==> config.mk <==
export PLATFORM = sky130hd
export DESIGN_NAME = port_pin_control
export DESIGN_NICKNAME = d
export VERILOG_FILES = /design/src/rtl/port_pin_pkg.sv /design/src/rtl/port_pin_control.sv
export SDC_FILE = /design/constraint.sdc
export NUM_CORES = 1
export LEC_CHECK = 0
export BUFFER_PORTS_ARGS = -buffer_cell sky130_fd_sc_hd__buf_4
export CAP_MARGIN = 20
export CORE_MARGIN = 3
export CORE_UTILIZATION = 54
export CTS_CLUSTER_SIZE = 25
export DETAILED_ROUTE_END_ITERATION = 7
export GPL_TIMING_DRIVEN = 0
export MAX_ROUTING_LAYER = met4
export PLACE_DENSITY = 0.86
export SLEW_MARGIN = 5
export SYNTH_ARGS = -nofsm -noshare
export SYNTH_HDL_FRONTEND = slang
export SYNTH_SLANG_ARGS = --single-unit
==> constraint.sdc <==
create_clock -name clk -period 2.3 [get_ports clk]
set_input_delay 0.46 -clock clk [delete_from_list [all_inputs] [get_ports clk]]
set_output_delay 0.46 -clock clk [all_outputs]
set_load 0.02 [all_outputs]
==> src/rtl/port_pin_pkg.sv <==
// Constants and types for the port pin control block.
// Assumes one 20 MHz clock and a plain register port with 8-bit data.
package port_pin_pkg;

  localparam int ADDR_W = 5;
  localparam int DATA_W = 8;

  // Register offsets
  localparam logic [4:0] OFS_CTRL = 5'h00;
  localparam logic [4:0] OFS_CMD = 5'h01;
  localparam logic [4:0] OFS_ANALOG_SEL = 5'h02;
  localparam logic [4:0] OFS_ADC_CH = 5'h03;
  localparam logic [4:0] OFS_EDGE_SEL = 5'h04;
  localparam logic [4:0] OFS_IRQIO_DIR = 5'h05;
  localparam logic [4:0] OFS_BIDIR_DIR = 5'h06;
  localparam logic [4:0] OFS_IRQIO_DATA = 5'h07;
  localparam logic [4:0] OFS_BIDIR_DATA = 5'h08;
  localparam logic [4:0] OFS_OD_DATA = 5'h09;
  localparam logic [4:0] OFS_SHARED_IN = 5'h0A;
  localparam logic [4:0] OFS_IRQIO_IN = 5'h0B;
  localparam logic [4:0] OFS_BIDIR_IN = 5'h0C;
  localparam logic [4:0] OFS_STATE = 5'h0D;
  localparam logic [4:0] OFS_IRQ_STATUS = 5'h0E;
  localparam logic [4:0] OFS_IRQ_CLEAR = 5'h0F;
  localparam logic [4:0] OFS_IRQ_ENABLE = 5'h10;

  // Field positions
  localparam int CMD_STOP_BIT = 0;
  localparam int CMD_ADC_START_BIT = 2;
  localparam int EDGE_A_BIT = 0;
  localparam int EDGE_B_BIT = 1;
  localparam int IRQ_A_BIT = 0;
  localparam int IRQ_B_BIT = 1;
  localparam int IRQ_ADC_BIT = 2;
  localparam int ST_STOPPED_BIT = 0;
  localparam int ST_DONE_BIT = 1;
  localparam int ST_HOLDGATE_BIT = 2;
  localparam int ST_HOLDPIN_BIT = 3;

  // Reset values
  localparam logic [3:0] CTRL_RST = 4'h0;
  localparam logic [5:0] ANALOG_SEL_RST = 6'h00;
  localparam logic [2:0] ADC_CH_RST = 3'h0;
  localparam logic [1:0] EDGE_SEL_RST = 2'h0;
  localparam logic [3:0] IRQIO_DIR_RST = 4'h0;
  localparam logic [7:0] BIDIR_DIR_RST = 8'h00;
  localparam logic [3:0] IRQIO_DATA_RST = 4'h0;
  localparam logic [7:0] BIDIR_DATA_RST = 8'h00;
  localparam logic [3:0] OD_DATA_RST = 4'hF;
  localparam logic [2:0] IRQ_ENABLE_RST = 3'h0;

  // Control register layout, high bit first
  typedef struct packed {
    logic extIrqBEnable;
    logic extIrqAEnable;
    logic globalIrqEnable;
    logic holdEnableFlag;
  } ctrl_t;

  // Drive of the port pins toward the pads
  typedef struct packed {
    logic [3:0] odOe;
    logic [3:0] irqIoOut;
    logic [3:0] irqIoOe;
    logic [7:0] bidirOut;
    logic [7:0] bidirOe;
  } pin_drive_t;

  typedef enum logic [1:0] {
    MODE_RUN = 2'b01,
    MODE_STOP = 2'b10
  } mode_t;

  typedef enum logic [1:0] {
    ADC_IDLE = 2'b01,
    ADC_BUSY = 2'b10
  } adc_state_t;

endpackage

==> src/rtl/port_pin_control.sv <==
// Pin-level port control: hold pin, clock stop, analog-shared inputs,
// open-drain outputs, interrupt-shared and plain bidirectional ports.
// Assumes pins arrive asynchronous to clk; the A/D core answers on clk.
//
// Implementation choices: the address-and-strobe port and the placing of the registers.
`timescale 1ns/1ps

module sync2 #(
  parameter int W = 1
) (
  input wire logic clk,
  input wire logic sys_rst,
  input wire logic [W-1:0] d,
  output logic [W-1:0] q
);
  logic [W-1:0] meta_r;

  always_ff @(posedge clk)
  begin
    if (sys_rst)
    begin
      meta_r <= '0;
      q <= '0;
    end
    else
    begin
      meta_r <= d;
      q <= meta_r;
    end
  end
endmodule // sync2

// Notes on behaviour
// RULE_01: Hold enabled and hold pin low: block both PLL inputs, float error output.
// RULE_02: Software enters clock stop: set hold enable, hold pin low, issue stop.
// RULE_03: Clock stop ends when the hold pin goes high.
// RULE_04: Per-bit select of six shared pins as general input or analog input.
// RULE_05: Channel register chooses which analog pin is converted.
// RULE_06: Command bit 2 starts a conversion; done flag sets when it finishes.
// RULE_07: Reading a pin set for analog use returns low.
// RULE_08: Analog-shared inputs disabled in clock stop; reset to general input.
// RULE_09: In clock stop the open-drain transistors turn off.
// RULE_10: At reset open-drain ports are outputs with transistors off.
// RULE_11: Interrupt pins act as interrupts whenever their enable flag is set.
// RULE_12: Interrupt-shared port direction selectable bit by bit.
// RULE_13: Software sets per-pin interrupt enable and makes the pin an input.
// RULE_14: External interrupts serviced only with global interrupt enable set.
// RULE_15: Edge select: bit 1 for second interrupt, bit 0 for first.
// RULE_16: Interrupt-shared pins float and disable input in stop; reset to input.
// RULE_17: Eight bidirectional pins: settable direction, float in stop, reset to input.
// RULE_18: Synchronous edge detector raises one pending request per selected edge.
module port_pin_control (
  input wire logic clk,
  input wire logic sys_rst,
  input wire logic [port_pin_pkg::ADDR_W-1:0] regAddr,
  input wire logic [port_pin_pkg::DATA_W-1:0] regWdata,
  input wire logic regWr,
  input wire logic regRd,
  output logic [port_pin_pkg::DATA_W-1:0] regRdata,
  output logic irq,
  input wire logic holdPin,
  input wire logic pllFmIn,
  input wire logic pllAmIn,
  output logic pllFmGated,
  output logic pllAmGated,
  input wire logic pllErrIn,
  output logic pllErrOut,
  output logic pllErrOe,
  input wire logic [5:0] analogPinIn,
  output logic [5:0] analogSelect,
  output logic [2:0] adcChannel,
  output logic adcStart,
  input wire logic adcDone,
  output logic [3:0] openDrainOut,
  output logic [3:0] openDrainOe,
  input wire logic [3:0] irqIoIn,
  output logic [3:0] irqIoOut,
  output logic [3:0] irqIoOe,
  input wire logic [7:0] bidirIn,
  output logic [7:0] bidirOut,
  output logic [7:0] bidirOe,
  output logic clockStopped
);
  import port_pin_pkg::*;

  ctrl_t ctrl_r;
  mode_t mode_r;
  adc_state_t adcState_r;
  pin_drive_t drive;
  logic [5:0] analogSel_r;
  logic [2:0] adcCh_r;
  logic [1:0] edgeSel_r;
  logic [3:0] irqIoDir_r;
  logic [7:0] bidirDir_r;
  logic [3:0] irqIoData_r;
  logic [7:0] bidirData_r;
  logic [3:0] odData_r;
  logic [2:0] irqStatus_r;
  logic [2:0] irqEnable_r;
  logic [2:0] irqSet;
  logic [2:0] irqClr;
  logic [DATA_W-1:0] rdata_nxt;
  logic doneFlag_r;
  logic adcStart_r;
  logic holdSync;
  logic [5:0] analogSync;
  logic [3:0] irqIoSync;
  logic [7:0] bidirSync;
  logic [1:0] irqPinPrev_r;
  logic [1:0] edgeHit;
  logic stopped;
  logic holdGate;
  logic [5:0] sharedRead;
  logic [3:0] irqIoRead;
  logic [7:0] bidirRead;
  logic wrCmd;

  sync2 #(.W(1)) uHoldSync (
    .clk(clk),
    .sys_rst(sys_rst),
    .d(holdPin),
    .q(holdSync)
  );

  sync2 #(.W(6)) uAnalogSync (
    .clk(clk),
    .sys_rst(sys_rst),
    .d(analogPinIn),
    .q(analogSync)
  );

  sync2 #(.W(4)) uIrqIoSync (
    .clk(clk),
    .sys_rst(sys_rst),
    .d(irqIoIn),
    .q(irqIoSync)
  );

  sync2 #(.W(8)) uBidirSync (
    .clk(clk),
    .sys_rst(sys_rst),
    .d(bidirIn),
    .q(bidirSync)
  );

  assign stopped = (mode_r == MODE_STOP);
  assign wrCmd = regWr && (regAddr == OFS_CMD);

  // PLL gating follows the hold pin through the two-flop sync; the PLL signals are fast analog-rate paths
  assign holdGate = ctrl_r.holdEnableFlag && !holdSync; // RULE_01
  assign pllFmGated = pllFmIn && !holdGate; // RULE_01
  assign pllAmGated = pllAmIn && !holdGate; // RULE_01
  assign pllErrOut = pllErrIn;
  assign pllErrOe = !holdGate; // RULE_01

  // Clock stop mode
  always_ff @(posedge clk)
  begin
    if (sys_rst)
    begin
      mode_r <= MODE_RUN;
    end
    else
    begin
      case (mode_r)
        MODE_RUN:
        begin
          // A stop request without the hold conditions is ignored
          if (wrCmd && regWdata[CMD_STOP_BIT] && holdGate) // RULE_02
          begin
            mode_r <= MODE_STOP;
          end
        end
        MODE_STOP:
        begin
          if (holdSync) // RULE_03
          begin
            mode_r <= MODE_RUN;
          end
        end
        default:
        begin
          mode_r <= MODE_RUN;
        end
      endcase
    end
  end

  // Control flags
  always_ff @(posedge clk)
  begin
    if (sys_rst)
    begin
      ctrl_r <= ctrl_t'(CTRL_RST);
    end
    else if (regWr && (regAddr == OFS_CTRL))
    begin
      ctrl_r <= ctrl_t'(regWdata[3:0]);
    end
  end

  // Port configuration
  always_ff @(posedge clk)
  begin
    if (sys_rst)
    begin
      analogSel_r <= ANALOG_SEL_RST; // RULE_08
      adcCh_r <= ADC_CH_RST;
      edgeSel_r <= EDGE_SEL_RST;
      irqIoDir_r <= IRQIO_DIR_RST; // RULE_16
      bidirDir_r <= BIDIR_DIR_RST; // RULE_17
    end
    else if (regWr)
    begin
      if (regAddr == OFS_ANALOG_SEL)
      begin
        analogSel_r <= regWdata[5:0]; // RULE_04
      end
      else if (regAddr == OFS_ADC_CH)
      begin
        adcCh_r <= regWdata[2:0]; // RULE_05
      end
      else if (regAddr == OFS_EDGE_SEL)
      begin
        edgeSel_r <= regWdata[1:0]; // RULE_15
      end
      else if (regAddr == OFS_IRQIO_DIR)
      begin
        irqIoDir_r <= regWdata[3:0]; // RULE_12
      end
      else if (regAddr == OFS_BIDIR_DIR)
      begin
        bidirDir_r <= regWdata; // RULE_17
      end
    end
  end

  // Output latches; written data is kept through clock stop
  always_ff @(posedge clk)
  begin
    if (sys_rst)
    begin
      irqIoData_r <= IRQIO_DATA_RST;
      bidirData_r <= BIDIR_DATA_RST;
      odData_r <= OD_DATA_RST; // RULE_10
    end
    else if (regWr)
    begin
      if (regAddr == OFS_IRQIO_DATA)
      begin
        irqIoData_r <= regWdata[3:0];
      end
      else if (regAddr == OFS_BIDIR_DATA)
      begin
        bidirData_r <= regWdata;
      end
      else if (regAddr == OFS_OD_DATA)
      begin
        odData_r <= regWdata[3:0];
      end
    end
  end

  // Pad drive; a data bit of one means the open-drain transistor is off
  always_comb
  begin
    drive.odOe = ~odData_r & {4{!stopped}}; // RULE_09
    drive.irqIoOut = irqIoData_r;
    drive.irqIoOe = irqIoDir_r & {4{!stopped}}; // RULE_16
    drive.bidirOut = bidirData_r;
    drive.bidirOe = bidirDir_r & {8{!stopped}}; // RULE_17
  end

  assign openDrainOut = 4'h0;
  assign openDrainOe = drive.odOe;
  assign irqIoOut = drive.irqIoOut;
  assign irqIoOe = drive.irqIoOe;
  assign bidirOut = drive.bidirOut;
  assign bidirOe = drive.bidirOe;
  assign analogSelect = analogSel_r;
  assign adcChannel = adcCh_r;
  assign adcStart = adcStart_r;
  assign clockStopped = stopped;

  // Digital input paths; disabled inputs read low
  assign sharedRead = analogSync & ~analogSel_r & {6{!stopped}}; // RULE_07 RULE_08
  assign irqIoRead = irqIoSync & {4{!stopped}}; // RULE_16
  assign bidirRead = bidirSync & {8{!stopped}}; // RULE_17

  // Conversion sequencing toward the A/D core
  always_ff @(posedge clk)
  begin
    if (sys_rst)
    begin
      adcState_r <= ADC_IDLE;
      adcStart_r <= 1'b0;
      doneFlag_r <= 1'b0;
    end
    else
    begin
      adcStart_r <= 1'b0;
      case (adcState_r)
        ADC_IDLE:
        begin
          if (wrCmd && regWdata[CMD_ADC_START_BIT] && !stopped) // RULE_06
          begin
            adcStart_r <= 1'b1;
            doneFlag_r <= 1'b0;
            adcState_r <= ADC_BUSY;
          end
        end
        ADC_BUSY:
        begin
          // Starts while busy are ignored so a result is never orphaned
          if (adcDone)
          begin
            doneFlag_r <= 1'b1; // RULE_06
            adcState_r <= ADC_IDLE;
          end
        end
        default:
        begin
          adcState_r <= ADC_IDLE;
        end
      endcase
    end
  end

  // Edge detection on interrupt-shared pins 0 and 1
  always_ff @(posedge clk)
  begin
    if (sys_rst)
    begin
      irqPinPrev_r <= 2'b00;
    end
    else
    begin
      irqPinPrev_r <= irqIoRead[1:0]; // RULE_18
    end
  end

  // Edge select bit high picks falling, low picks rising
  assign edgeHit[0] = ctrl_r.extIrqAEnable && // RULE_11
    (edgeSel_r[EDGE_A_BIT] ? (irqPinPrev_r[0] && !irqIoRead[0])
                           : (!irqPinPrev_r[0] && irqIoRead[0])); // RULE_15 RULE_18
  assign edgeHit[1] = ctrl_r.extIrqBEnable && // RULE_11
    (edgeSel_r[EDGE_B_BIT] ? (irqPinPrev_r[1] && !irqIoRead[1])
                           : (!irqPinPrev_r[1] && irqIoRead[1])); // RULE_15 RULE_18

  always_comb
  begin
    irqSet = 3'h0;
    irqSet[IRQ_A_BIT] = edgeHit[0];
    irqSet[IRQ_B_BIT] = edgeHit[1];
    irqSet[IRQ_ADC_BIT] = (adcState_r == ADC_BUSY) && adcDone;
    irqClr = 3'h0;
    if (regWr && (regAddr == OFS_IRQ_CLEAR))
    begin
      irqClr = regWdata[2:0];
    end
  end

  // Sticky status; a new event beats a clear in the same cycle
  always_ff @(posedge clk)
  begin
    if (sys_rst)
    begin
      irqStatus_r <= 3'h0;
    end
    else
    begin
      irqStatus_r <= (irqStatus_r & ~irqClr) | irqSet; // RULE_18
    end
  end

  always_ff @(posedge clk)
  begin
    if (sys_rst)
    begin
      irqEnable_r <= IRQ_ENABLE_RST;
    end
    else if (regWr && (regAddr == OFS_IRQ_ENABLE))
    begin
      irqEnable_r <= regWdata[2:0];
    end
  end

  // Pending requests stay latched while the global enable is off
  assign irq = ctrl_r.globalIrqEnable && |(irqStatus_r & irqEnable_r); // RULE_14

  // Read decode
  always_comb
  begin
    rdata_nxt = '0;
    if (regAddr == OFS_CTRL)
    begin
      rdata_nxt[3:0] = ctrl_r;
    end
    else if (regAddr == OFS_ANALOG_SEL)
    begin
      rdata_nxt[5:0] = analogSel_r;
    end
    else if (regAddr == OFS_ADC_CH)
    begin
      rdata_nxt[2:0] = adcCh_r;
    end
    else if (regAddr == OFS_EDGE_SEL)
    begin
      rdata_nxt[1:0] = edgeSel_r;
    end
    else if (regAddr == OFS_IRQIO_DIR)
    begin
      rdata_nxt[3:0] = irqIoDir_r;
    end
    else if (regAddr == OFS_BIDIR_DIR)
    begin
      rdata_nxt = bidirDir_r;
    end
    else if (regAddr == OFS_IRQIO_DATA)
    begin
      rdata_nxt[3:0] = irqIoData_r;
    end
    else if (regAddr == OFS_BIDIR_DATA)
    begin
      rdata_nxt = bidirData_r;
    end
    else if (regAddr == OFS_OD_DATA)
    begin
      rdata_nxt[3:0] = odData_r;
    end
    else if (regAddr == OFS_SHARED_IN)
    begin
      rdata_nxt[5:0] = sharedRead; // RULE_07
    end
    else if (regAddr == OFS_IRQIO_IN)
    begin
      rdata_nxt[3:0] = irqIoRead;
    end
    else if (regAddr == OFS_BIDIR_IN)
    begin
      rdata_nxt = bidirRead;
    end
    else if (regAddr == OFS_STATE)
    begin
      rdata_nxt[ST_STOPPED_BIT] = stopped;
      rdata_nxt[ST_DONE_BIT] = doneFlag_r;
      rdata_nxt[ST_HOLDGATE_BIT] = holdGate;
      rdata_nxt[ST_HOLDPIN_BIT] = holdSync;
    end
    else if (regAddr == OFS_IRQ_STATUS)
    begin
      rdata_nxt[2:0] = irqStatus_r;
    end
    else if (regAddr == OFS_IRQ_ENABLE)
    begin
      rdata_nxt[2:0] = irqEnable_r;
    end
  end

  // Read data stands only in the cycle after the strobe
  always_ff @(posedge clk)
  begin
    if (sys_rst)
    begin
      regRdata <= '0;
    end
    else if (regRd)
    begin
      regRdata <= rdata_nxt;
    end
    else
    begin
      regRdata <= '0;
    end
  end

endmodule // port_pin_control

=== After elaboration in Yosys (flattened, before gate mapping) ===
Index checks and enable logic that the tools add are counted.

* Output and inout port bits: 56
* Logic and storage cells: 162
* Register bits: 103
* Input port bits: 40

* Equal/unequal tests: 24
* Bitwise operators: 21
* Reduce and logical (&&, ||, !) cells: 44
* Muxes and demuxes: 43

{| class="wikitable"
|+ Operator list
! operator !! count
|-
| 2-to-1 mux 8 bit || 7
|-
| 2-to-1 mux 4 bit || 12
|-
| equality test 5 x 4 -> 1 bit, second input constant || 8
|-
| equality test 5 x 3 -> 1 bit, second input constant || 4
|-
| logical AND 1 bit || 19
|-
| 2-to-1 mux 3 bit || 6
|-
| bitwise AND 8 bit || 2
|-
| 2-to-1 mux 2 bit || 7
|-
| bitwise AND 4 bit || 3
|-
| bitwise AND 6 bit || 2
|-
| 2-to-1 mux 6 bit || 2
|-
| equality test 5 x 2 -> 1 bit, second input constant || 2
|-
| AND reduction 3 bit || 3
|-
| NOT 1 bit || 8
|-
| one-hot mux 2 bit (2 select lines) || 2
|-
| AND reduction 2 bit || 4
|-
| AND reduction 4 bit || 2
|-
| logical NOT 1 bit || 7
|-
| OR reduction 7 bit || 1
|-
| bitwise AND 3 bit || 2
|-
| 2-to-1 mux 1 bit || 6
|-
| != test 2 bit, second input constant || 3
|-
| NOT 6 bit || 1
|-
| AND reduction 6 bit || 1
|-
| 14 further kinds || 18
|}

=== Longest topological paths before layout ===
* Depth after elaboration: 22
* Gate-level depth with buffers: 8
* Gate-level depth less buffers: 6

=== Cells and area by module ===
From an unflattened synthesis, not the netlist that was laid out.

* Cell total of the unflattened synthesis: 518
* Area total of the unflattened synthesis: 4476.8 sq um

{| class="wikitable"
|+ Modules (own cells, without submodules)
! module !! instances !! area each (sq um) !! sequential area each (sq um) !! cells an instance
|-
| port_pin_control || 1 || 3383.2 || 1301.2 || 440
|-
| sync2 (uBidirSync) || 1 || 464.2 || 320.3 || 33
|-
| sync2 (uAnalogSync) || 1 || 366.6 || 240.2 || 25
|-
| sync2 (uIrqIoSync) || 1 || 210.2 || 160.2 || 16
|-
| sync2 (uHoldSync) || 1 || 52.6 || 40.0 || 4
|}

=== Worst setup path before layout ===
Ideal clock, no wire load.

* Path kind: input-to-reg
* Start point: in regAddr[1] in the netlist's numbering
* End point: reg regRdata[1] in the netlist's numbering
* Setup time: 0.120 ns
* Path slack: 0.516 ns
* Path buffers: 2
* Data required time: 2.180 ns
* Cell stages on the path: 7
* Arrival time: 1.665 ns
* Cell sequence: buf_4 -> buf_4 -> and3b_1 -> a32o_1 -> a22oi_1 -> o22ai_1 -> a211o_1

* Longest elaborated chain between the ends: 22
* Elaborated cells between the ends (all ways): 36
* Those cells by class: eq/ne (14); mux (21); reduce/logical (1)

{| class="wikitable"
|+ Ends and longest elaborated chain
! element !! RTL line !! RTL
|-
| from (decl) || port_pin_control.sv:55 || <nowiki>input wire logic [port_pin_pkg::ADDR_W-1:0] regAddr,</nowiki>
|-
| equality test 5 bit || port_pin_control.sv:454 || <nowiki>else if (regAddr == OFS_IRQ_ENABLE)</nowiki>
|-
| 2-to-1 mux 3 bit || port_pin_control.sv:454 ||
|-
| 2-to-1 mux 3 bit || port_pin_control.sv:450 || <nowiki>else if (regAddr == OFS_IRQ_STATUS)</nowiki>
|-
| 2-to-1 mux 3 bit || port_pin_control.sv:443 || <nowiki>else if (regAddr == OFS_STATE)</nowiki>
|-
| 2-to-1 mux 4 bit || port_pin_control.sv:439 || <nowiki>else if (regAddr == OFS_BIDIR_IN)</nowiki>
|-
| 2-to-1 mux 4 bit || port_pin_control.sv:435 || <nowiki>else if (regAddr == OFS_IRQIO_IN)</nowiki>
|-
| 2-to-1 mux 6 bit || port_pin_control.sv:431 || <nowiki>else if (regAddr == OFS_SHARED_IN)</nowiki>
|-
| 2-to-1 mux 4 bit || port_pin_control.sv:427 || <nowiki>else if (regAddr == OFS_OD_DATA)</nowiki>
|-
| [6 not listed] || - ||
|-
| 2-to-1 mux 8 bit || port_pin_control.sv:399 || <nowiki>else if (regAddr == OFS_ANALOG_SEL)</nowiki>
|-
| 2-to-1 mux 8 bit || port_pin_control.sv:395 || <nowiki>if (regAddr == OFS_CTRL)</nowiki>
|-
| 2-to-1 mux 4 bit || port_pin_control.sv:411 || <nowiki>else if (regAddr == OFS_IRQIO_DIR)</nowiki>
|-
| 2-to-1 mux 4 bit || port_pin_control.sv:395 ||
|-
| 2-to-1 mux 2 bit || port_pin_control.sv:407 || <nowiki>else if (regAddr == OFS_EDGE_SEL)</nowiki>
|-
| 2-to-1 mux 3 bit || port_pin_control.sv:403 || <nowiki>else if (regAddr == OFS_ADC_CH)</nowiki>
|-
| 2-to-1 mux 6 bit || port_pin_control.sv:399 ||
|-
| 2-to-1 mux 4 bit * || port_pin_control.sv:395 ||
|-
| to (signal assigned) || port_pin_control.sv:469 || <nowiki>regRdata <= rdata_nxt;</nowiki>
|-
| to (decl) || port_pin_control.sv:59 || <nowiki>output logic [port_pin_pkg::DATA_W-1:0] regRdata,</nowiki>
|}

Every way passes the cells marked *; elsewhere a longest branch is shown, timed or not. The select of a mux whose other input is x is not followed.
A chain may end at the register's enable or synchronous reset.

=== Worst setup path after layout ===
* Start point: reg mode_r[0]
* End point: out bidirOe[5]

* Longest elaborated chain between the ends: 3

{| class="wikitable"
|+ Ends and longest elaborated chain
! element !! RTL line !! RTL
|-
| from (decl) || port_pin_control.sv:87 || <nowiki>mode_t mode_r;</nowiki>
|-
| from (signal assigned) || port_pin_control.sv:161 || <nowiki>mode_r <= MODE_RUN;</nowiki>
|-
| from (signal assigned) || port_pin_control.sv:171 || <nowiki>mode_r <= MODE_STOP;</nowiki>
|-
| from (signal assigned) || port_pin_control.sv:178 || <nowiki>mode_r <= MODE_RUN;</nowiki>
|-
| equality test 2 bit || port_pin_control.sv:146 || <nowiki>assign stopped = (mode_r == MODE_STOP);</nowiki>
|-
| logical NOT 1 bit || port_pin_control.sv:271 || <nowiki>drive.bidirOe = bidirDir_r & {8{!stopped}};</nowiki>
|-
| bitwise AND 8 bit || port_pin_control.sv:271 ||
|-
| to (decl) || port_pin_control.sv:81 || <nowiki>output logic [7:0] bidirOe,</nowiki>
|}

No other way between the ends.

==> reports/results.ini <==
[placed_design]
preCtsSetupSlack_ns=-0.0766
post_dp_cell_area_um2=5340
place_congestion=1.02
dp.final_hpwl_mm=11.9
dp_cells=734
portBuffers=85

[clocking]
cts_inserted_buffers=9
root_buffer=clkbuf_8
cts_tree=yes
htree_levels=3
post_cts.repair.setup_buffers=0
cts.clk_slew.worst_paths_ns=0.12
clock-sinks=103
clock_path_buffers=2
clock_latency_ns=0.38
cts_hold_buf=0

[routing]
drt-initial-drc-count=431
drc_errors=0
postRouteAntennaNets=0
wl_mm=15.7
wl_per_cell_um=20.9
vias=4494
viasPerCell=6.00
first_pass_iters=8

[power]
vdd_drop_max_uv=452
p_sw_frac=0.285
comb_power_share=0.110
power_frac_seq=0.545
p_int_w=0.00241
cellPowerDensity_nw_per_um2=609
p_leak_nw=2.23
clkPwrFrac=0.345
power.switching_w=0.000961

[status]
status=complete, no violations

[timing]
max_freq_mhz=481
rsz0062_at_grt=false
skew_ns=0.0179
tns_ns=0
timing.final.crit_share=0.904
slew_headroom=0.342
fin_crit_ns=2.08
setup_viol=0
setup_ws_ns=0.221
finalMaxSlewViolations=0
worstMarginPinSlew_ns=0.979
hold_viol=0

[critical_path]
required_ns=1.84
cp-end-kind=primary output
r2r_end=regRdata[0]$_SDFF_PP0_
start_kind=flip-flop
crit_type=flip-flop to primary output
cp_max_fo=19
r2r_start=mode_r[0]$_SDFFE_PP1P_
r2r_cells=7
r2r_slack_ns=0.44
cp.arrival_ns=1.62

[synthesis]
async_flop_share=0
ys_warn_count=0
synth_cell_type_count=61
avgSynthCellArea_um2=8.40
yosys_most_used_dff=dfxtp_1
yosysSeqAreaShare=0.452
mappedNetlistArea_um2=4570
ys_ff_latch=103
synth_edf_count=0
syn_inst=544

[finish]
fin_area_um2=5540
multi_input_area_um2=2210
stdcell_count=749
final_util=0.695
area_delta_synth_final_pct=21.3
antenna_cells=0
fillerInstances=654
layout_common_cells=103 x dfxtp_1, 94 x buf_4, 60 x nand2_1, 53 x a21oi_1, 47 x nor2b_1
register_area_um2=2060
fin_nets=682
layout_commonest_cell=dfxtp_1
drive_gt1_frac=0.207

[min_path]
hold_end=uAnalogSync.meta_r[4]$_SDFF_PP0_
worstHoldPathType=input port to flip-flop
min_from=analogPinIn[4]
hold-path-cell-count=2

[floorplanning]
die_x_um=98.0
dieArea_um2=9600
num_rows=32
start_util=0.573
io_pins=96
die_y_um=98.0
core-area_um2=7970

[grt]
grt_pass1_wl_mm=24.3
track_usage=0.335
grt_pass1_vias=4428
grt_antenna_before_repair=0
grt-ovfl-total=0
grt_max_degree=20

[flow_run]
cap_violations=0

==> metrics by stage <==
| step | hold WS [ns] | total power, W |
|---|---|---|
| 2_1_floorplan | 0.414 | 0.00209 |
| 5_1_grt | 0.300 | 0.00347 |
| 3_5_place_dp | 0.424 | 0.00224 |
| 3_3_place_gp | 0.418 | 0.00224 |
| 4_1_cts | 0.284 | 0.00336 |
| 6_report | 0.284 | 0.00338 |
==> flip-flops by register name (all words and copies together) (netlist names), 2 cells and up <==
| signal | cells |
|---|---|
| edgeSel_r | 2 |
| adcChannel | 3 |
| irqEnable_r | 3 |
| bidirOut | 8 |
| irqStatus_r | 3 |
| uBidirSync.meta_r | 8 |
| regRdata | 8 |
| irqIoDir_r | 4 |
| uIrqIoSync.meta_r | 4 |
| odData_r | 4 |
| ctrl_r | 4 |
| uBidirSync.q | 8 |
| uIrqIoSync.q | 4 |
| irqPinPrev_r | 2 |
| uAnalogSync.q | 6 |
| adcState_r | 2 |
| irqIoOut | 4 |
| uAnalogSync.meta_r | 6 |
| bidirDir_r | 8 |
| analogSelect | 6 |
| mode_r | 2 |
==> what timing repair did <==
| action | 4_1_cts | 5_1_grt |
|---|---|---|
| gates resized for setup | 1 | 0 |
| pin swaps | 0 | 0 |
| endpoints found under the setup margin | 10 | 10 |
==> synthesized netlist by cell type (all sizes together) (3+ instances only) <==
library cell	instances	share of area
o211ai	5	0.0082
nor2	37	0.033
and2	17	0.023
nor2b	48	0.067
o21ai	15	0.016
and3	5	0.0068
a22oi	3	0.0049
clkbuf	20	0.016
a32oi	8	0.015
dfxtp	103	0.45
a221oi	3	0.0058
inv	15	0.012
nor3	9	0.0099
mux2i	13	0.028
a21oi	53	0.058
a31oi	5	0.0068
nand2b	11	0.015
nand3b	4	0.0066
nand4	3	0.0041
nand3	36	0.039
nand2	62	0.052
buf	26	0.037
a211oi	4	0.0066
==> layer usage <==
metal,track usage,wire (µm)
met1,0.432,6580
met2,0.523,7140
met3,0.0671,1520
met4,0.125,445
met5,-,0
==> worst max path at each step <==
stage / slack (ns) / start / endpoint / depth (start not counted)
finish: 0.22 / mode_r[0]$_SDFFE_PP1P_ / bidirOe[5] / 4
global route: 0.12 / mode_r[0]$_SDFFE_PP1P_ / irqIoOe[3] / 4
CTS: 0.004 / mode_r[0]$_SDFFE_PP1P_ / bidirOe[1] / 5
detailed placement: -0.08 / regAddr[2] / regRdata[0]$_SDFF_PP0_ / 7
global placement: -0.11 / regAddr[2] / regRdata[0]$_SDFF_PP0_ / 7
floorplan: 0.52 / regAddr[1] / regRdata[1]$_SDFF_PP0_ / 7
==> worst max-delay path, cell delays in order, from the launching register on <==
cell      delay, ns
dfxtp_1        0.34
nand2b_1       0.17
clkbuf_2       0.30
and2_1         0.27
buf_4          0.16
==> logic make-up after synthesis <==
family,Yosys count,share of synthesized area
multiplexers,14,0.0334
AND/OR/NAND/NOR,248,0.287
buffers and inverters,61,0.0660
flip-flops,103,0.452
other,1,0.000821
AO/OA/AOI/OAI,117,0.162
==> power by group through the flow <==
stage               clock network (W)  registers, W  logic [W]
finish                        0.00116       0.00184   0.000373
global route                  0.00123       0.00184   0.000398
CTS                           0.00116       0.00184   0.000364
detailed placement                  0       0.00188   0.000363
global placement                    0       0.00188   0.000359
floorplan                           0       0.00188   0.000209
==> area by class of cell <==
| type | count | area share |
|---|---|---|
| clock buffer | 10 | 0.0248 |
| buffer | 45 | 0.0438 |
| tap | 102 | 0.0230 |
| sequential | 103 | 0.372 |
| multi-input combinational | 383 | 0.400 |
| clock inverter | 6 | 0.0111 |
| inverter | 15 | 0.0102 |
| timing repair buffer | 85 | 0.115 |
Note: power is estimated with default switching activity, not from simulation.
